===== src/asf_pkg.sv =====
// asf_pkg: constants shared by the serial frame interface of a sar converter
// assumes a 50 mhz system clock; all pin timings are counted in its cycles
package asf_pkg;

   // clock and pin-pulse timing
   localparam int CLK_NS = 20;
   localparam int RST_MIN_NS = 40;
   localparam int PD_MIN_NS = 400;
   localparam int RST_MIN_CYC = (RST_MIN_NS + CLK_NS - 1) / CLK_NS;
   localparam int PD_MIN_CYC = (PD_MIN_NS + CLK_NS - 1) / CLK_NS;
   localparam int PULSE_CW = 5;

   // internal conversion time, kept by the local oscillator (system clock)
   localparam int CONV_NS = 2000;
   localparam int CONV_CYC = CONV_NS / CLK_NS;

   // frame geometry
   localparam int CFG_W = 16;
   localparam int RES_W = 12;
   localparam int SR_W = 24;
   localparam int CNT_W = 6;
   localparam logic [CNT_W-1:0] MSB_EDGE = 6'h10;
   localparam logic [CNT_W-1:0] LAST_IN = 6'h0f;

   // configuration word fields
   localparam int CMD_LSB = 13;
   localparam int CMD_W = 3;
   localparam int CH_LSB = 10;
   localparam int CH_W = 3;
   localparam int FMT_BIT = 0;
   localparam logic [CMD_W-1:0] MANUAL_CHANNEL_CMD = 3'h6;
   localparam logic [CFG_W-1:0] CFG_DEFAULT = 16'h0000;
   // idle pin levels {reset pin, chain, data in, serial clock, select}
   localparam logic [4:0] PIN_IDLE = 5'h13;

   // frame state, one-hot
   typedef enum logic [2:0] {
      FR_IDLE = 3'b001,
      FR_ACTIVE = 3'b010,
      FR_PD = 3'b100
   } asf_fr_t;

endpackage


===== src/asf_pair_buf.sv =====
// asf_pair_buf: small valid/ready fifo for conversion results
// assumes both sides on clk; default depth of two holds one stalled word
`timescale 1ns/1ns
`default_nettype none
module asf_pair_buf
   import asf_pkg::*;
#(
   parameter int W = 12,
   parameter int DEPTH = 2
)(
   input wire logic clk,
   input wire logic rst_b,
   input wire logic in_valid,
   output logic in_ready,
   input wire logic [W-1:0] in_data,
   output logic out_valid,
   input wire logic out_ready,
   output logic [W-1:0] out_data
);
   localparam int AW = (DEPTH > 1) ? $clog2(DEPTH) : 1;

   typedef struct packed {
      logic [DEPTH-1:0][W-1:0] mem;
      logic [AW-1:0] wr;
      logic [AW-1:0] rd;
      logic [AW:0] cnt;
   } asf_buf_t;

   asf_buf_t s;
   asf_buf_t next_s;
   logic push;
   logic pop;

   // full and empty come straight from the occupancy count
   assign in_ready = (s.cnt != (AW+1)'(DEPTH));
   assign out_valid = (s.cnt != '0);
   assign out_data = s.mem[s.rd];
   assign push = in_valid && in_ready;
   assign pop = out_valid && out_ready;

   // pointer wrap works for any depth, not only powers of two
   always_comb
   begin
      next_s = s;
      if (push)
      begin
         next_s.mem[s.wr] = in_data;
         next_s.wr = (s.wr == AW'(DEPTH - 1)) ? '0 : s.wr + 1'b1;
      end
      if (pop)
         next_s.rd = (s.rd == AW'(DEPTH - 1)) ? '0 : s.rd + 1'b1;
      if (push && !pop)
         next_s.cnt = s.cnt + 1'b1;
      else if (pop && !push)
         next_s.cnt = s.cnt - 1'b1;
   end

   always_ff @(posedge clk)
   begin
      if (!rst_b)
         s <= '0;
      else
         s <= next_s;
   end
endmodule // asf_pair_buf
`default_nettype wire


===== src/asf_pulse_meter.sv =====
// asf_pulse_meter: measures low pulses on the reset/power-down pin
// assumes pin_low is already synchronised to clk
`timescale 1ns/1ns
`default_nettype none
module asf_pulse_meter
   import asf_pkg::*;
(
   input wire logic clk,
   input wire logic rst_b,
   input wire logic pin_low,
   output logic cfg_clear,
   output logic power_down_state
);
   typedef struct packed {
      logic [PULSE_CW-1:0] cnt;
      logic clr;
      logic pd;
   } asf_pm_t;

   asf_pm_t s;
   asf_pm_t next_s;

   assign cfg_clear = s.clr;
   assign power_down_state = s.pd;

   // the clear fires while the pin is still low, so it acts at any moment;
   // pulses of 2 samples or fewer are treated as glitches
   always_comb
   begin
      next_s = s;
      next_s.clr = 1'b0;
      if (pin_low)
      begin
         if (s.cnt != PULSE_CW'(PD_MIN_CYC))
            next_s.cnt = s.cnt + 1'b1;
         next_s.clr = (s.cnt == PULSE_CW'(RST_MIN_CYC)); // [RL17]
         next_s.pd = (next_s.cnt == PULSE_CW'(PD_MIN_CYC)); // [RL18]
      end
      else
      begin
         next_s.cnt = '0;
         next_s.pd = 1'b0;
      end
   end

   always_ff @(posedge clk)
   begin
      if (!rst_b)
         s <= '0;
      else
         s <= next_s;
   end
endmodule // asf_pulse_meter
`default_nettype wire


===== src/asf_frame_if.sv =====
// asf_frame_if: serial frame interface of a multichannel sar converter
// assumes pins arrive asynchronously and are sampled by clk (50 mhz);
// conversion results come from the analog side over a valid/ready stream
`timescale 1ns/1ns
`default_nettype none
// Contract
// [RL1] chip-select fall starts frame and conversion (code converts only after a manual channel command)
// [RL2] converted channel comes from previous frame
// [RL3] chip select high keeps interface idle
// [RL4] all actions on serial clock falling edges
// [RL5] sixteen input bits captured after frame start
// [RL6] new configuration applies at next frame
// [RL7] output driven low through fifteen edges
// [RL8] sixteenth edge launches result msb
// [RL9] host samples bit one edge later
// [RL10] zeros after result until next conversion
// [RL11] output released when chip select rises
// [RL12] last input bit at edge sixteen
// [RL13] host waits conversion before edge sixteen
// [RL14] conversion timed by internal clock
// [RL15] output frame length follows format setting
// [RL16] first chain input held low by host
// [RL17] short reset pulse clears configuration only
// [RL18] long low pulse enters power-down, defaults
// [RL19] host avoids pulses between both limits
// [RL20] reset pin acts at any time
// [RL21] power-down ignores other digital inputs
// [RL22] host writes configuration then command first
// [RL23] chain input shifted in after edge sixteen
// [RL24] all-zero word keeps previous configuration
// [RL25] input word arrives msb first
module asf_frame_if
   import asf_pkg::*;
(
   input wire logic clk,
   input wire logic rst_b,
   input wire logic cs_b,
   input wire logic sclk,
   input wire logic sdi,
   input wire logic daisy,
   input wire logic reset_powerdown_pin_b,
   input wire logic res_valid,
   output logic res_ready,
   input wire logic [RES_W-1:0] res_data,
   output logic sdo,
   output logic sdo_oe,
   output logic conv_start,
   output logic [CH_W-1:0] conv_channel,
   output logic power_down_state
);
   localparam int CV_W = $clog2(CONV_CYC + 1);

   typedef struct packed {
      logic [4:0] sync1;
      logic [4:0] sync2;
      logic cs_prev;
      logic sclk_prev;
      asf_fr_t fr;
      logic [CNT_W-1:0] bit_cnt;
      logic [CFG_W-1:0] in_sr;
      logic [CFG_W-1:0] pend_cfg;
      logic [CFG_W-1:0] act_cfg;
      logic [SR_W-1:0] out_sr;
      logic sdo;
      logic sdo_oe;
      logic [CV_W-1:0] conv_cnt;
      logic conv_busy;
      logic conv_start;
      logic [CH_W-1:0] conv_channel;
      logic running;
   } asf_st_t;

   // synchronisers start at the idle pin levels, so reset leaves no false edge
   localparam asf_st_t ST_RST = '{fr: FR_IDLE, sync1: PIN_IDLE, sync2: PIN_IDLE,
                                  cs_prev: 1'b1, sclk_prev: 1'b1, default: '0};

   asf_st_t s;
   asf_st_t next_s;
   logic cs_high;
   logic cs_fall;
   logic sclk_fall;
   logic sdi_s;
   logic daisy_s;
   logic pd;
   logic cfg_clear;
   logic buf_valid;
   logic buf_pop;
   logic [RES_W-1:0] buf_data;
   logic msb_now;

   ////////////////////////////////////////////////////////////////////////
   // helpers

   // the bit on the wire is the top of the active window of the shifter
   function automatic logic out_bit(input logic [SR_W-1:0] sr, input logic wide);
      out_bit = wide ? sr[SR_W-1] : sr[CFG_W-1];
   endfunction

   function automatic logic [CH_W-1:0] chan_of(input logic [CFG_W-1:0] cfg);
      chan_of = cfg[CH_LSB +: CH_W];
   endfunction

   // short format: 12 result bits and 4 zeros; wide format appends channel
   function automatic logic [SR_W-1:0] load_word(input logic [RES_W-1:0] r,
                                                 input logic wide,
                                                 input logic [CH_W-1:0] ch);
      if (wide)
         load_word = {r, 4'h0, 5'h00, ch};
      else
         load_word = {8'h00, r, 4'h0};
   endfunction

   ////////////////////////////////////////////////////////////////////////
   // pin sampling and edge finding (only the second flops are read)

   assign cs_high = s.sync2[0];
   assign cs_fall = s.cs_prev && !s.sync2[0];
   assign sclk_fall = s.sclk_prev && !s.sync2[1]; // [RL4]
   assign sdi_s = s.sync2[2];
   assign daisy_s = s.sync2[3];
   assign msb_now = out_bit(s.out_sr, s.act_cfg[FMT_BIT]);

   ////////////////////////////////////////////////////////////////////////
   // reset pin classifier and result buffer

   asf_pulse_meter u_meter (
      .clk(clk),
      .rst_b(rst_b),
      .pin_low(!s.sync2[4]),
      .cfg_clear(cfg_clear),
      .power_down_state(pd)
   );

   // the buffer keeps a result that lands while the previous one waits
   asf_pair_buf #(.W(RES_W), .DEPTH(2)) u_buf (
      .clk(clk),
      .rst_b(rst_b),
      .in_valid(res_valid),
      .in_ready(res_ready),
      .in_data(res_data),
      .out_valid(buf_valid),
      .out_ready(buf_pop),
      .out_data(buf_data)
   );

   // the shifter takes a result only at the end of the conversion time
   assign buf_pop = s.conv_busy && (s.conv_cnt == CV_W'(1)) && !pd;

   assign sdo = s.sdo;
   assign sdo_oe = s.sdo_oe;
   assign conv_start = s.conv_start;
   assign conv_channel = s.conv_channel;
   assign power_down_state = pd;

   ////////////////////////////////////////////////////////////////////////
   // next-state logic

   always_comb
   begin
      next_s = s;
      next_s.sync1 = {reset_powerdown_pin_b, daisy, sdi, sclk, cs_b};
      next_s.sync2 = s.sync1;
      next_s.cs_prev = s.sync2[0];
      next_s.sclk_prev = s.sync2[1];
      next_s.conv_start = 1'b0;

      // conversion timer runs off clk, never off the serial clock
      if (s.conv_busy)
      begin
         next_s.conv_cnt = s.conv_cnt - 1'b1; // [RL14]
         if (s.conv_cnt == CV_W'(1))
         begin
            next_s.conv_busy = 1'b0;
            // an empty buffer leaves zeros, a stale word is never reused
            next_s.out_sr = load_word(buf_valid ? buf_data : '0,
                                      s.act_cfg[FMT_BIT],
                                      chan_of(s.act_cfg)); // [RL15] [RL23]
         end
      end

      unique case (s.fr)
         FR_IDLE:
         begin
            next_s.sdo = 1'b0;
            next_s.sdo_oe = 1'b0; // [RL3] [RL11]
            if (cs_fall)
            begin
               // the word from the last frame becomes active only now
               next_s.act_cfg = s.pend_cfg; // [RL6]
               if (s.pend_cfg[CMD_LSB +: CMD_W] == MANUAL_CHANNEL_CMD)
                  next_s.running = 1'b1;
               if (next_s.running)
               begin
                  next_s.conv_start = 1'b1; // [RL1]
                  next_s.conv_channel = chan_of(s.pend_cfg); // [RL2]
                  next_s.conv_busy = 1'b1;
                  next_s.conv_cnt = CV_W'(CONV_CYC);
               end
               else
                  next_s.out_sr = '0; // [RL10]
               next_s.bit_cnt = '0;
               next_s.sdo_oe = 1'b1; // [RL7]
               next_s.fr = FR_ACTIVE;
            end
         end
         FR_ACTIVE:
         begin
            if (cs_high)
            begin
               next_s.sdo = 1'b0;
               next_s.sdo_oe = 1'b0; // [RL11]
               next_s.fr = FR_IDLE;
            end
            else if (sclk_fall)
            begin
               if (s.bit_cnt != '1)
                  next_s.bit_cnt = s.bit_cnt + 1'b1;
               if (s.bit_cnt < MSB_EDGE)
               begin
                  next_s.in_sr = {s.in_sr[CFG_W-2:0], sdi_s}; // [RL5] [RL25]
                  next_s.sdo = 1'b0; // [RL7]
               end
               if (s.bit_cnt == LAST_IN)
               begin
                  // an all-zero word keeps the present setting
                  if ({s.in_sr[CFG_W-2:0], sdi_s} != '0)
                     next_s.pend_cfg = {s.in_sr[CFG_W-2:0], sdi_s}; // [RL12] [RL24]
                  next_s.sdo = msb_now; // [RL8]
               end
               else if (s.bit_cnt >= MSB_EDGE)
               begin
                  // chain data fills from below, so a lone device sends zeros
                  next_s.out_sr = {s.out_sr[SR_W-2:0], daisy_s}; // [RL23] [RL10]
                  next_s.sdo = out_bit(next_s.out_sr, s.act_cfg[FMT_BIT]);
               end
            end
         end
         FR_PD:
         begin
            next_s.sdo = 1'b0;
            next_s.sdo_oe = 1'b0;
            if (!pd)
               next_s.fr = FR_IDLE;
         end
         default:
            next_s.fr = FR_IDLE;
      endcase

      // power-down overrides every other pin; clear acts mid-frame too
      if (cfg_clear)
      begin
         next_s.pend_cfg = CFG_DEFAULT; // [RL17] [RL20]
         next_s.act_cfg = CFG_DEFAULT;
         next_s.running = 1'b0;
      end
      if (pd)
      begin
         next_s.fr = FR_PD; // [RL21]
         next_s.sdo = 1'b0;
         next_s.sdo_oe = 1'b0;
         next_s.conv_busy = 1'b0;
         next_s.conv_start = 1'b0;
         next_s.act_cfg = CFG_DEFAULT; // [RL18]
         next_s.pend_cfg = CFG_DEFAULT;
      end
   end

   always_ff @(posedge clk)
   begin
      if (!rst_b)
         s <= ST_RST;
      else
         s <= next_s;
   end
endmodule // asf_frame_if
`default_nettype wire


===== config.mk =====
export PLATFORM = sky130hd
export DESIGN_NAME = asf_frame_if
export DESIGN_NICKNAME = d
export VERILOG_FILES = /design/src/asf_pkg.sv /design/src/asf_pair_buf.sv /design/src/asf_pulse_meter.sv /design/src/asf_frame_if.sv
export SDC_FILE = /design/constraint.sdc
export NUM_CORES = 1
export LEC_CHECK = 0
export BUFFER_PORTS_ARGS = -buffer_cell sky130_fd_sc_hd__buf_2
export CORE_ASPECT_RATIO = 2
export CORE_UTILIZATION = 55
export CTS_BUF_LIST = sky130_fd_sc_hd__clkbuf_8 sky130_fd_sc_hd__clkbuf_16
export CTS_CLUSTER_DIAMETER = 50
export DETAILED_ROUTE_END_ITERATION = 8
export GPL_ROUTABILITY_DRIVEN = 0
export GPL_TIMING_DRIVEN = 0
export PLACE_DENSITY = 0.76
export SYNTH_ARGS = -nofsm -noshare
export SYNTH_HDL_FRONTEND = slang
export SYNTH_SLANG_ARGS = --single-unit

===== constraint.sdc =====
create_clock -name clk -period 1.9 [get_ports clk]
set_input_delay 0 -clock clk [delete_from_list [all_inputs] [get_ports clk]]
set_output_delay 0 -clock clk [all_outputs]
set_load 0.02 [all_outputs]

==> results.md, run 1 <==
Setup path:
- The capturing element type of the critical path is a register.
- The data arrival time of the critical path is 2280 ps.
- The data required time of the worst path is between 2000 and 2500 ps.
- The type of origin of the critical path is a register.
- The signal on the critical path passes through clkbuf_1 > nand2b_1 > and2_1 > ha_2 > xor2_2 > or3_1 > a21oi_2.
- The total buffers and inverters traversed by the critical path is 1.
- The largest single stage delay on the critical path is 400 ps.
- The origin of the worst setup path is u_buf.s[1]$_SDFFE_PN0P_.
- The kind of cell with the highest combined delay along the critical path is simple AND/OR/NAND/NOR gates.
- The largest fanout of any net on the critical path is 7.
- The worst register-to-register path begins at u_buf.s[1]$_SDFFE_PN0P_.
- The worst setup path is of the reg2reg kind.
- The slowest stage of the critical path belongs to the cell or3_1.

Clock network:
- TritonCTS built the clock tree.
- No sink is reached through more buffers than the 2 on the longest clock path.
- TritonCTS created 17 clock buffers.
- After clock tree synthesis, the clock-pin slew on the worst setup and hold paths is about 60 ps.
- The root buffer cell chosen for the clock tree is clkbuf_16.
- The clock reaches the later pin of the worst-skew pair after approximately 420 ps.
- The level count of the clock H-tree is 4.
- The number of sinks handled by clock tree synthesis is 121.

Hold path:
- In this run the worst hold path is classified as in2reg.
- The startpoint of the worst hold path is res_valid.

Logic synthesis:
- The number of unique standard cell types used by synthesis is 51.
- The Yosys step of the flow raised 0 warnings.
- The post-synth net total is 619.
- Dividing the synthesized area by the synthesized cell count gives between 8 and 9 sq um.
- In the synthesized netlist the dominant register cell turns out to be dfxtp_1.
- The share of the Yosys chip area taken by registers is 0.458.
- In this run, synthesis inferred 0 flip-flops with an integrated enable.
- The synthesized instance count is a little under 600.
- Summing every instance area after synthesis gives about 5300 sq um.
- In this run, synthesis produced a sequential element count of between 100 and 150.
- The post-synthesis async set-or-reset flop share is 0.

Routing:
- The wire length per cell is between 15 and 20 um.
- The number of remaining DRC errors is 2.
- The total routed wirelength is ~13 mm.
- The overall via count from detail_route is about 4,500.
- In this run, the number of DRC markers left after iteration 0 of detailed routing was 172.
- The remaining number of nets flagged by the antenna check after routing is 0.
- Using the TritonRoute via totals, the vias-per-cell ratio works out to about 5.7.
- The pre-antenna-repair detailed-routing pass consisted of 7 iterations.

Finish:
- Compared with the post-synthesis result, the final layout area differs by 23.9%.
- The filler cells instantiated in the layout total 684.
- The layout cell share with drive strength beyond 1 is 0.198.
- The repair_antennas step left the layout with diodes totalling 0.
- At the end of the flow, the number of nets in the layout was between 600 and 700.
- The final design utilization is 0.703.

STA:
- The max-slew violation total from the final report is 0.
- The actual transition at the worst max-transition pin is around 1100 ps.
- The clock period minus worst slack is ~1900 ps.
- The number of setup violations in the final report is 1.
- In the finished design, the share of the clock period the worst path needs comes to 1.02.
- The final number of hold-violating endpoints was 0.
- The clock arrives with 8.57 ps of skew.
- Setup slack on the critical path of the routed design comes to -35.0 ps.
- Measured against its own limit, the worst slew margin works out to 0.277.
- Setup repair after global routing could not meet its margin everywhere.
- For this run, the top clock speed supported by timing is ~520 MHz.

Pwr:
- Summed over all cells, the static leakage comes to about 0.0026 uW.
- The cell area power density is 971 nW/um^2.
- The total chip power is approximately 6400 uW.
- Across the VDD grid, the largest voltage drop is roughly 0.89 mV.

Placed design:
- The half-perimeter wire length of the detailed placement result is approximately 9 mm.
- In this run the tool buffered the top-level ports with 27 buffer cells.

Floorplanning:
- The floorplan step defined a die boundary enclosing around 10,000 sq um.
- The effective utilization at floorplan is 0.567.
- The total number of placement rows is 50.
- Measured along the x axis, the die boundary spans approximately 70 um.
- The area inside the core boundary is between 9000 and 10,000 sq um.
- The number of top-level pins is 28.
- The y dimension of the die is 141 um.

GRT:
- In the global route stage, overall resource usage came out at 0.271.
- The global-route congestion overflow total is 0.
- The initial antenna violation count was 0.
- The first global-routing pass estimated about 20 mm of wire.
- The number of global-route vias before repair is roughly 4,500.
- Entering global routing, the biggest net connects 17 pins.

Status:
- The final reports fail on DRC, setup timing.
- The flow ran to the end, but the final reports show violations.

Run:
- The number of max-cap violations is 0.
timing repair:
| action | CTS | global route |
|---|---|---|
| gates cloned | 0 | 2 |
| hold buffers | 18 | 0 |
| gates resized for setup | 11 | 16 |
| pin swaps | 4 | 8 |
| endpoints found under the hold margin | 31 | 0 |
| setup buffers | 4 | 11 |
| endpoints found under the setup margin | 43 | 56 |
state kept, by name, summed over array words and instances (netlist names):
name                      count
conv_channel                  3
conv_start                    1
cs_high                       1
daisy_s                       1
next_s                        6
s                            72
sdo                           1
sdo_oe                        1
u_buf.s                      28
u_meter.cfg_clear             1
u_meter.power_down_state      1
u_meter.s                     5
cells in the final DEF (no fill, tap or decap), types with 4 or more instances in the layout:
| master | n |
|---|---|
| mux2i_1 | 48 |
| buf_2 | 32 |
| nand3_1 | 33 |
| ha_1 | 5 |
| and2_1 | 8 |
| o21ai_2 | 14 |
| o21ai_0 | 27 |
| nand2b_1 | 14 |
| mux4_2 | 4 |
| nor3_1 | 4 |
| buf_6 | 5 |
| clkbuf_1 | 15 |
| a2bb2oi_1 | 4 |
| clkinv_2 | 4 |
| dlygate4sd3_1 | 18 |
| dfxtp_1 | 118 |
| a21oi_1 | 51 |
| buf_4 | 20 |
| nand2_1 | 87 |
| xor2_1 | 6 |
| xnor2_1 | 5 |
| clkbuf_16 | 17 |
| nor4_1 | 8 |
| nor2_1 | 52 |
| inv_1 | 11 |
synth_stat cells, types with 3 or more instances:
cell / count / share of area
nor3b_1: 3 / 0.0043
inv_1: 11 / 0.0078
dfxtp_1: 121 / 0.46
buf_2: 6 / 0.0057
ha_1: 7 / 0.017
or3_1: 3 / 0.0035
o21ai_2: 14 / 0.023
mux4_2: 4 / 0.017
a211o_2: 3 / 0.0057
buf_6: 4 / 0.0085
and3_1: 3 / 0.0035
a2bb2oi_1: 4 / 0.0066
a21oi_1: 52 / 0.049
o21ai_0: 28 / 0.026
o211ai_1: 3 / 0.0043
clkbuf_1: 21 / 0.015
nor3_1: 4 / 0.0038
nor2_1: 52 / 0.037
nand3_1: 33 / 0.031
mux2i_1: 48 / 0.091
xnor2_1: 5 / 0.0083
nand2_1: 88 / 0.062
and2_1: 8 / 0.0095
nand2b_1: 14 / 0.017
xor2_1: 7 / 0.012
buf_4: 7 / 0.0099
nor2b_1: 3 / 0.0035
nor4_1: 8 / 0.0095
worst reg2reg max path: cells and delay by family (launching register included):
kind / cells / cell delay, ps
DFF: 1 / 310
buffers and inverters: 1 / 270
xor gates and xnor gates: 1 / 150
adders and majority gates: 1 / 180
and+or+nand+nor: 3 / 840
AOI/OAI and AO/OA: 1 / 120
worst paths after layout:
| path | depth (start not counted) | slack [ps] | to |
|---|---|---|---|
| min | 4 | 30 | u_buf.s[25]$_SDFFE_PN0P_ |
| max | 7 | -30 | u_buf.s[1]$_SDFFE_PN0P_ |
| min reg2reg | 1 | 410 | s[102]$_SDFF_PN1_ |
| max reg2reg | 7 | -30 | u_buf.s[1]$_SDFFE_PN0P_ |
per-layer routing:
layer  track usage  vias up  routed length, um
met1         0.239     2123               4670
met3        0.0801       39                377
li1              -     2205                  -
met2         0.497       91               7070
met5             0        -                  0
met4         0.203        0                824
logic make-up (layout without fill, tap and decap cells):
| logic type | count (synthesis) | in the layout | share of synthesized area |
|---|---|---|---|
| AO/OA/AOI/OAI | 113 | 113 | 0.130 |
| XOR/XNOR | 12 | 12 | 0.0199 |
| adder cells (fa/ha/maj) | 7 | 7 | 0.0166 |
| buffers and inverters | 50 | 139 | 0.0478 |
| flip-flops | 121 | 121 | 0.458 |
| multiplexers | 54 | 54 | 0.112 |
| AND/OR/NAND/NOR | 235 | 235 | 0.216 |
per-stage QoR:
| stage | cells | setup TNS, ps | worst slack, ps | instance area (sq um) | hold WS [ps] |
|---|---|---|---|---|---|
| final | 785 | -35.0 | -35.0 | 6550 | 34.9 |
| after CTS | 774 | 0 | 0.539 | 6430 | 21.9 |
| after global placement | 723 | -6020 | -257 | 5570 | 182 |
| after detailed placement | 723 | -7700 | -275 | 5570 | 183 |
| after global routing | 785 | -641 | -113 | 6550 | 74.9 |
| after floorplan | 592 | 0 | 13.0 | 5300 | 101 |
report_power, final:
part	total [uW]	internal [uW]	leakage, uW	switching [uW]
Combinational	421	173	0.00132	247
Clock	3300	2160	0.000307	1140
Sequential	2650	2600	0.000982	48.8
final cells by class:
type | count | area, sq um | share of cell area
clock inverter | 12 | 148 | 0.0225
timing repair buffer | 62 | 438 | 0.0668
sequential | 121 | 2430 | 0.371
inverter | 11 | 41.3 | 0.00630
buffer | 34 | 209 | 0.0319
multi-input combinational | 421 | 2690 | 0.411
tap | 104 | 130 | 0.0199
clock buffer | 20 | 467 | 0.0712
Note: power is estimated with default switching activity, not from simulation.
==> inputs of run 2 (changes only) <==
- CORE_MARGIN: default -> 5
==> run 2 against run 1 <==
The run now ends clean. Count of clock-buffer cells in the layout shrank 1. Combinational power is essentially flat. Global-route usage shrank 4.2 points. Die area grew 18%. Highest routed layer unchanged.
==> results.md, run 2 (same netlist as run 1, synthesis figures left out) <==
Clock network:
- The clock tree from TritonCTS is yes (unchanged).
- The level count of the clock H-tree was 4 (unchanged).
- The clock-pin slew on the worst setup and hold paths is 50 ps (was 60 ps).
- The number of sinks handled by clock tree synthesis is 121 (unchanged).
- The total clock buffers created by CTS is 17 (unchanged).
- The source-to-sink clock delay at the later pin of the worst-skew pair came to 400 ps (was 420 ps).
- The maximum clock insertion buffer count came to 2 (unchanged).
- The library cell used as clock root buffer is clkbuf_16 (unchanged).

Setup path:
- The data required time of the worst path came to 2230 ps (was 2250 ps).
- Chain of cells forming the critical path: inv_1 > ha_1 > nor3b_4 > o2111ai_2 > ha_2 > xor2_1 > or3_1 > a21oi_1 (was clkbuf_1 > nand2b_1 > and2_1 > ha_2 > xor2_2 > or3_1 > a21oi_2).
- The data arrival time of the critical path was 2220 ps (was 2280 ps).
- The number of cells on the critical path is 8 (was 7).
- The largest fanout of any net on the critical path is 4 (was 7).
- The total buffers and inverters traversed by the critical path is 1 (unchanged).
- The kind of cell adding the most delay to the critical path is simple AND/OR/NAND/NOR gates (unchanged).
- The slowest library cell on the worst path is dfxtp_1 (was or3_1).
- The capturing element type of the critical path is a register (unchanged).
- The delay of the slowest critical-path stage was 320 ps (was 400 ps).
- The critical path class is reg2reg (unchanged).
- The path depth of the worst reg2reg path came to 8 (was 7).
- The type of origin of the critical path is a register (unchanged).

Finish:
- The final design utilization is 0.697 (was 0.703).
- The cell area after layout was 6540 sq um (was 6550 sq um).
- The number of nets in the layout is 690 (was 695).
- The number of flip-flops under the largest register name is 72 (unchanged).
- The number of non-filler instances in the completed layout was 780 (was 785).
- The layout cell share with drive strength beyond 1 is 0.186 (was 0.198).
- Commonest cells after routing, fill and taps aside: dfxtp_1 (119), nand2_1 (88), a21oi_1 (52), nor2_1 (52), mux2i_1 (48) (was dfxtp_1 (118), nand2_1 (87), nor2_1 (52), a21oi_1 (51), mux2i_1 (48)).
- The growth of design area from synthesis to finish is 23.7% (was 23.9%).
- The number of antenna diodes is 0 (unchanged).
- The most common library cell in the layout ignoring fill and taps is dfxtp_1 (unchanged).
- The count of fill cells added during filler insertion is 727 (was 684).
- The largest register by flop count is s (unchanged).

STA:
- The clock skew after layout was 6.51 ps (was 8.57 ps).
- The max-slew violation total from the final report is 0 (unchanged).
- The clock period minus worst slack is 1890 ps (was 1930 ps).
- The sum of negative setup slack is 0 ps (was -35.0 ps).
- The number of setup violations in the final report was 0 (was 1).
- The actual transition at the worst max-transition pin was 787 ps (was 1070 ps).
- The final number of hold-violating endpoints is 0 (unchanged).
- The final critical-path share of the clock period is 0.994 (was 1.02).
- The relative max-transition margin was 0.475 (was 0.277).
- The peak clock frequency supported by timing came to 530 MHz (was 517 MHz).
- Setup repair after global routing missed its margin: yes (unchanged).

Pwr:
- The fraction of power consumed by the clock network was 0.513 (was 0.518).
- The part of the total power dissipated in combinational logic came to 0.067 (was 0.066).
- The fraction of power consumed by sequential logic is 0.420 (was 0.416).
- The internal power is 4890 uW (was 4930 uW).
- The net switching fraction of the power is 0.221 (was 0.226).
- The static power due to leakage was 0.00258 uW (was 0.00261 uW).
- The worst vdd rail ir drop is 0.702 mV (was 0.891 mV).
- The cell area power density is 959 nW/um^2 (was 971 nW/um^2).
- The reported net switching power is 1380 uW (was 1440 uW).

Floorplanning:
- The full die area is 11,800 sq um (was 10,000 sq um).
- The die boundary width is 79.3 um (was 71.3 um).
- The effective utilization at floorplan is 0.564 (was 0.567).
- The number of top-level pins was 28 (unchanged).
- The area inside the core boundary is 9380 sq um (was 9320 sq um).
- The y dimension of the die was 149 um (was 141 um).
- The total number of placement rows was 50 (unchanged).

GRT:
- The number of global-route vias before repair came to 4,585 (was 4,463).
- The first-pass GRT wire length came to 21.1 mm (was 20.5 mm).
- The maximum number of pins on one net before global-route repair came to 17 (unchanged).
- The global-route congestion overflow total is 0 (unchanged).
- The total track usage is 0.229 (was 0.271).
- The initial antenna violation count is 0 (unchanged).

Routing:
- The total routed wirelength is 12.7 mm (was 12.9 mm).
- The average via count per standard cell is 5.72 (was 5.68).
- The violation count after the first detailed-route iteration came to 223 (was 172).
- The wire length per cell came to 16.3 um (was 16.5 um).
- The remaining number of nets flagged by the antenna check after routing is 0 (unchanged).
- The count of TritonRoute iterations in the first routing pass is 4 (was 7).
- The overall via count from detail_route is 4,460 (was 4,458).
- The number of remaining DRC errors is 0 (was 2).

Placed design:
- The count of buffers inserted at the top-level ports is 27 (unchanged).
- The half-perimeter wire length of the detailed placement result is 9.12 mm (was 9.06 mm).
- The post-detailed-placement cell area is 5570 sq um (unchanged).
- The placed cell count was 723 (unchanged).

Run:
- The number of max-cap violations is 0 (unchanged).

Hold path:
- The number of instances on the worst hold path is 3 (was 4).
- The type of the tightest min-delay check is in2reg (unchanged).

Status:
- Result of the run: completed (was complete, but fails checks).
-- run 2: cell types whose count changed in the layout (fill, tap and decap cells not counted), sizes merged --
cell         previous run  this run
buf                    59        51
clkbuf                 39        42
clkinv                  6         5
clkinvlp                1         4
dlygate4sd3            18        17
inv                    13        12
-- run 2: area by class of cell --
| class | count | area (sq um) | area share |
|---|---|---|---|
| inverters | 11 | 41.3 | 0.00631 |
| well taps | 104 | 130 | 0.0199 |
| clock inverters | 13 | 153 | 0.0233 |
| clock buffers | 19 | 453 | 0.0693 |
| plain buffers | 34 | 221 | 0.0339 |
| repair buffers | 57 | 445 | 0.0681 |
| flip-flops and latches | 121 | 2420 | 0.371 |
| multi-input cells | 421 | 2670 | 0.408 |
-- run 2: what timing repair did --
| item | in CTS | in global routing |
|---|---|---|
| buffers inserted | 7 | 4 |
| cloned | 0 | 2 |
| pin swaps | 6 | 4 |
| gates resized for setup | 9 | 17 |
| setup endpoints to repair | 43 | 58 |
| hold endpoints to repair | 29 | 0 |
| hold buffers | 17 | 0 |
-- run 2: layer usage --
layer,wire (um),GRT usage
met1,4560,0.210
met5,0,0
met4,825,0.164
met2,6940,0.420
met3,374,0.0624
-- run 2: path summary, 6_finish.rpt --
path | from | slack [ps] | endpoint
worst max-delay path | s[7]$_SDFF_PN0_ | 10 | u_buf.s[1]$_SDFFE_PN0P_
worst min-delay path | rst_b | 30 | sdo$_SDFFE_PP0P_
worst max register to register | s[7]$_SDFF_PN0_ | 10 | u_buf.s[1]$_SDFFE_PN0P_
worst min register to register | next_s[98]$_SDFF_PN1_ | 410 | cs_high$_SDFF_PN1_
-- run 2: stage by stage --
step / worst slack, ps / power (uW) / hold slack, ps
floorplan: 13.0 / 2930 / 101
detailed placement: -297 / 3050 / 183
global route: -98.7 / 6520 / 52.3
global placement: -294 / 3040 / 182
CTS: 3.53 / 6300 / 17.5
finish: 12.3 / 6270 / 26.8
-- run 2: worst register-to-register path, stage by stage (launching register included) --
cell       delay (ps)
dfxtp_1           320
inv_1              80
ha_1              140
nor3b_4           270
o2111ai_2         190
ha_2              220
xor2_1            140
or3_1             320
a21oi_1           130
-- run 2: power groups by stage --
| stage | clock, uW | sequential (uW) | combinational [uW] |
|---|---|---|---|
| 2_1_floorplan | 0 | 2670 | 253 |
| 3_3_place_gp | 0 | 2680 | 353 |
| 3_5_place_dp | 0 | 2690 | 362 |
| 4_1_cts | 3270 | 2630 | 401 |
| 5_1_grt | 3420 | 2640 | 460 |
| 6_report | 3220 | 2630 | 420 |
==> inputs of run 3 (changes only) <==
- ABC_AREA: default -> 1
- RECOVER_POWER: default -> 50
==> run 3 against run 2 <==
Sequential share of layout area down 0.65 points. Clock skew up 1.2 ps. Total power up 0.54%. Clock power about the same. Largest cell class unchanged. Largest power group unchanged.
==> results.md, run 3 <==
Status:
- Result of the run: completed (unchanged).

Clock network:
- The source-to-sink clock delay at the later pin of the worst-skew pair came to 420 ps (was 400 ps).
- The library cell used as clock root buffer is clkbuf_16 (unchanged).
- The clock-pin slew on the worst setup and hold paths is 50 ps (about the same).
- The clock tree from TritonCTS is yes (unchanged).
- The total clock buffers created by CTS is 17 (unchanged).
- The maximum clock insertion buffer count was 2 (unchanged).
- The number of sinks handled by clock tree synthesis is 121 (unchanged).
- The level count of the clock H-tree is 4 (unchanged).

Setup path:
- The kind of cell adding the most delay to the critical path is simple AND/OR/NAND/NOR gates (unchanged).
- Chain of cells forming the critical path: inv_2 > ha_2 > inv_1 > nor2_2 > nand3_2 > nor2_4 > buf_4 > buf_4 > buf_8 > nand2_1 > nand2_1 > nand2_1 > a21oi_1 (was inv_1 > ha_1 > nor3b_4 > o2111ai_2 > ha_2 > xor2_1 > or3_1 > a21oi_1).
- The type of origin of the critical path is a register (unchanged).
- The total buffers and inverters traversed by the critical path is 5 (was 1).
- The slowest library cell on the worst path is dfxtp_2 (was dfxtp_1).
- The capturing element type of the critical path is a register (unchanged).
- The delay of the slowest critical-path stage was 340 ps (was 320 ps).
- The critical path class is reg2reg (unchanged).
- The largest fanout of any net on the critical path is 10 (was 4).
- The dominant cell type by count on the critical path is nand2_1.
- The data required time of the worst path is 2240 ps (was 2230 ps).
- The data arrival time of the critical path is 2160 ps (was 2220 ps).

Pwr:
- The worst vdd rail ir drop is 0.820 mV (was 0.702 mV).
- The static power due to leakage is 0.00289 uW (was 0.00258 uW).
- The cell area power density is 948 nW/um^2 (was 959 nW/um^2).

Floorplanning:
- The area inside the core boundary was 9760 sq um (was 9380 sq um).
- The full die area is 12,300 sq um (was 11,800 sq um).
- The total number of placement rows is 51 (was 50).
- The number of top-level pins is 28 (unchanged).
- The effective utilization at floorplan came to 0.566 (was 0.564).
- The y dimension of the die is 152 um (was 149 um).
- The die boundary width came to 80.9 um (was 79.3 um).

Logic synthesis:
- The multiplexer share of the synthesized area was 0 (was 0.112).
- The average footprint of a synthesized cell was 7.10 sq um (was 8.93 sq um).
- The predominant post-synthesis flop cell was dfxtp_1 (unchanged).
- The number of synthesized flops with an enable pin is 0 (unchanged).
- The yosys synthesis warning count came to 0 (unchanged).
- The most used standard cell by instance count after synthesis was nand2_1 (was dfxtp_1).
- The area share of and/or/nand/nor cells after synthesis is 0.333 (was 0.216).
- The share of synthesized area occupied by flip-flops and latches is 0.439 (was 0.458).
- The post-synth net total is 805 (was 619).
- The biggest area consumer among synthesized cells is dfxtp_1 (unchanged).
- The synthesized instance count is 778 (was 592).
- The dominant combinational cell family by area after synthesis was simple AND/OR/NAND/NOR gates (unchanged).
- The post-synthesis share of cell area spent on full adders, half adders and majority gates is 0.0159 (was 0.0166).
- The number of register bits inferred by synthesis came to 121 (unchanged).
- The post-synthesis async set-or-reset flop share is 0 (unchanged).
- The post-synthesis compound-gate area fraction came to 0.120 (was 0.130).
- Most instantiated cells after synthesis: nand2_1 (235), dfxtp_1 (121), nor2_1 (105) (was dfxtp_1 (121), nand2_1 (88), a21oi_1 (52), nor2_1 (52), mux2i_1 (48)).
- The cell area after synthesis is 5520 sq um (was 5290 sq um).
- The top cell type's share of synthesized area came to 0.439 (was 0.458).
- Largest cells by area after synthesis: dfxtp_1 (44%), nand2_1 (16%), nor2_1 (7.1%), a21oi_1 (5.2%), o21ai_0 (4.1%) (was dfxtp_1 (46%), mux2i_1 (9.1%), nand2_1 (6.2%), a21oi_1 (4.9%), nor2_1 (3.7%)).
- The number of unique standard cell types used by synthesis is 38 (was 51).
- The XOR/XNOR share of the synthesized area is 0.00951 (was 0.0199).

Finish:
- The number of non-filler instances in the completed layout is 992 (was 780).
- The largest register by flop count is s (unchanged).
- The layout cell share with drive strength beyond 1 is 0.159 (was 0.186).
- The growth of design area from synthesis to finish is 20.5% (was 23.7%).
- The cell area after layout is 6650 sq um (was 6540 sq um).
- The number of antenna diodes is 0 (unchanged).
- The final design utilization is 0.682 (was 0.697).
- The most common library cell in the layout ignoring fill and taps is nand2_1 (was dfxtp_1).
- The count of fill cells added during filler insertion was 858 (was 727).
- Commonest cells after routing, fill and taps aside: nand2_1 (236), dfxtp_1 (120), nor2_1 (107), inv_1 (59), a21oi_1 (56) (was dfxtp_1 (119), nand2_1 (88), a21oi_1 (52), nor2_1 (52), mux2i_1 (48)).
- The number of nets in the layout is 875 (was 690).
- The number of flip-flops under the largest register name is 72 (unchanged).

Routing:
- The number of remaining DRC errors is 0 (unchanged).
- The average via count per standard cell is 5.27 (was 5.72).
- The count of TritonRoute iterations in the first routing pass is 8 (was 4).
- The remaining number of nets flagged by the antenna check after routing is 0 (unchanged).
- The violation count after the first detailed-route iteration is 343 (was 223).
- The total routed wirelength is 14.5 mm (was 12.7 mm).
- The wire length per cell is 14.6 um (was 16.3 um).
- The overall via count from detail_route is 5,231 (was 4,460).

STA:
- The clock period minus worst slack came to 1810 ps (was 1890 ps).
- The actual transition at the worst max-transition pin came to 805 ps (was 787 ps).
- The final number of hold-violating endpoints is 0 (unchanged).
- The clock skew after layout was 7.74 ps (was 6.51 ps).
- The final critical-path share of the clock period is 0.955 (was 0.994).
- The relative max-transition margin is 0.464 (was 0.475).
- Setup repair after global routing missed its margin: yes (unchanged).
- The peak clock frequency supported by timing is 551 MHz (was 530 MHz).
- The number of setup violations in the final report is 0 (unchanged).
- The max-slew violation total from the final report is 0 (unchanged).

GRT:
- The global-route congestion overflow total was 0 (unchanged).
- The maximum number of pins on one net before global-route repair is 17 (unchanged).
- The total track usage is 0.254 (was 0.229).
- The first-pass GRT wire length was 24.0 mm (was 21.1 mm).
- The number of global-route vias before repair came to 5,285 (was 4,585).
- The initial antenna violation count came to 0 (unchanged).

Run:
- The number of max-cap violations came to 0 (unchanged).

Hold path:
- The type of the tightest min-delay check is in2reg (unchanged).

Placed design:
- The count of buffers inserted at the top-level ports is 27 (unchanged).
- The placed cell count was 937 (was 723).
- The post-detailed-placement cell area is 5820 sq um (was 5570 sq um).
- The half-perimeter wire length of the detailed placement result is 10.3 mm (was 9.12 mm).
[run 3: cell types whose count changed in the layout (fill, tap and decap cells not counted), moves of 7 or more]
| cell | delta |
|---|---|
| mux2i_1 | -48 |
| nor4_1 | -8 |
| or2_2 | +7 |
| o21ai_0 | +18 |
| nor2_1 | +55 |
| o21ai_2 | -13 |
| nor2_4 | +9 |
| nand2b_1 | -14 |
| inv_1 | +47 |
| a21oi_2 | +12 |
| nand2_1 | +148 |
| and2_1 | -7 |
[run 3: through the flow]
stage          worst slack [ps]  hold slack (ps)  TNS, ps  total power (uW)
2_1_floorplan              9.57             97.6        0              2970
3_3_place_gp               -173              180     -173              3090
5_1_grt                   -15.4              148    -15.4              6530
6_report                   86.0              106        0              6310
4_1_cts                    13.6              110        0              6320
3_5_place_dp               -270              188     -301              3110
[run 3: where the power goes]
part / internal [uW] / total, uW / switching [uW]
Combinational: 153 / 460 / 308
Sequential: 2610 / 2650 / 37.2
Clock: 2080 / 3200 / 1120
Total: 4840 / 6310 / 1470
[run 3: kinds of logic after synthesis]
family                   after synthesis
AND/OR/NAND/NOR                      425
AO/OA/AOI/OAI                        121
flip-flops                           121
buffers and inverters                 98
adder cells (fa/ha/maj)                7
XOR/XNOR                               6
[run 3: path summary, 6_finish.rpt]
| path | start | end | slack [ps] | depth (start not counted) |
|---|---|---|---|---|
| min reg2reg | next_s[102]$_SDFF_PN1_ | s[102]$_SDFF_PN1_ | 410 | 1 |
| max | s[7]$_SDFF_PN0_ | s[16]$_SDFF_PN0_ | 90 | 13 |
| max reg2reg | s[7]$_SDFF_PN0_ | s[16]$_SDFF_PN0_ | 90 | 13 |
| min | rst_b | s[94]$_SDFFE_PP0P_ | 110 | 5 |
[run 3: repair_timing]
item / 4_1_cts / 5_1_grt
hold endpoints to repair: 30 / 0
hold buffers: 18 / 0
resized for setup: 3 / 8
pin swaps: 3 / 3
setup endpoints to repair: 2 / 19
setup buffers: 5 / 1
gates cloned: 0 / 0
[run 3: final cells by class]
| class | instances | area (sq um) | area share |
|---|---|---|---|
| inverters | 64 | 246 | 0.0370 |
| repair buffers | 51 | 352 | 0.0528 |
| well taps | 132 | 165 | 0.0248 |
| plain buffers | 34 | 209 | 0.0314 |
| multi-input cells | 559 | 2670 | 0.401 |
| clock inverters | 9 | 97.6 | 0.0147 |
| flip-flops and latches | 121 | 2420 | 0.364 |
| clock buffers | 22 | 494 | 0.0743 |
[run 3: metal layers]
layer / up-vias / track usage / wire length, um
met1: 2462 / 0.239 / 5140
li1: 2594 / - / -
met3: 41 / 0.0479 / 472
met5: - / 0 / 0
met2: 134 / 0.493 / 8230
met4: 0 / 0.137 / 632
[run 3: worst reg2reg max path, cell delays in order, from the launching register on]
cell,delay (ps)
dfxtp_2,340
inv_2,60
ha_2,150
inv_1,50
nor2_2,110
nand3_2,120
nor2_4,150
buf_4,120
buf_4,150
buf_8,140
nand2_1,100
nand2_1,90
nand2_1,50
a21oi_1,110
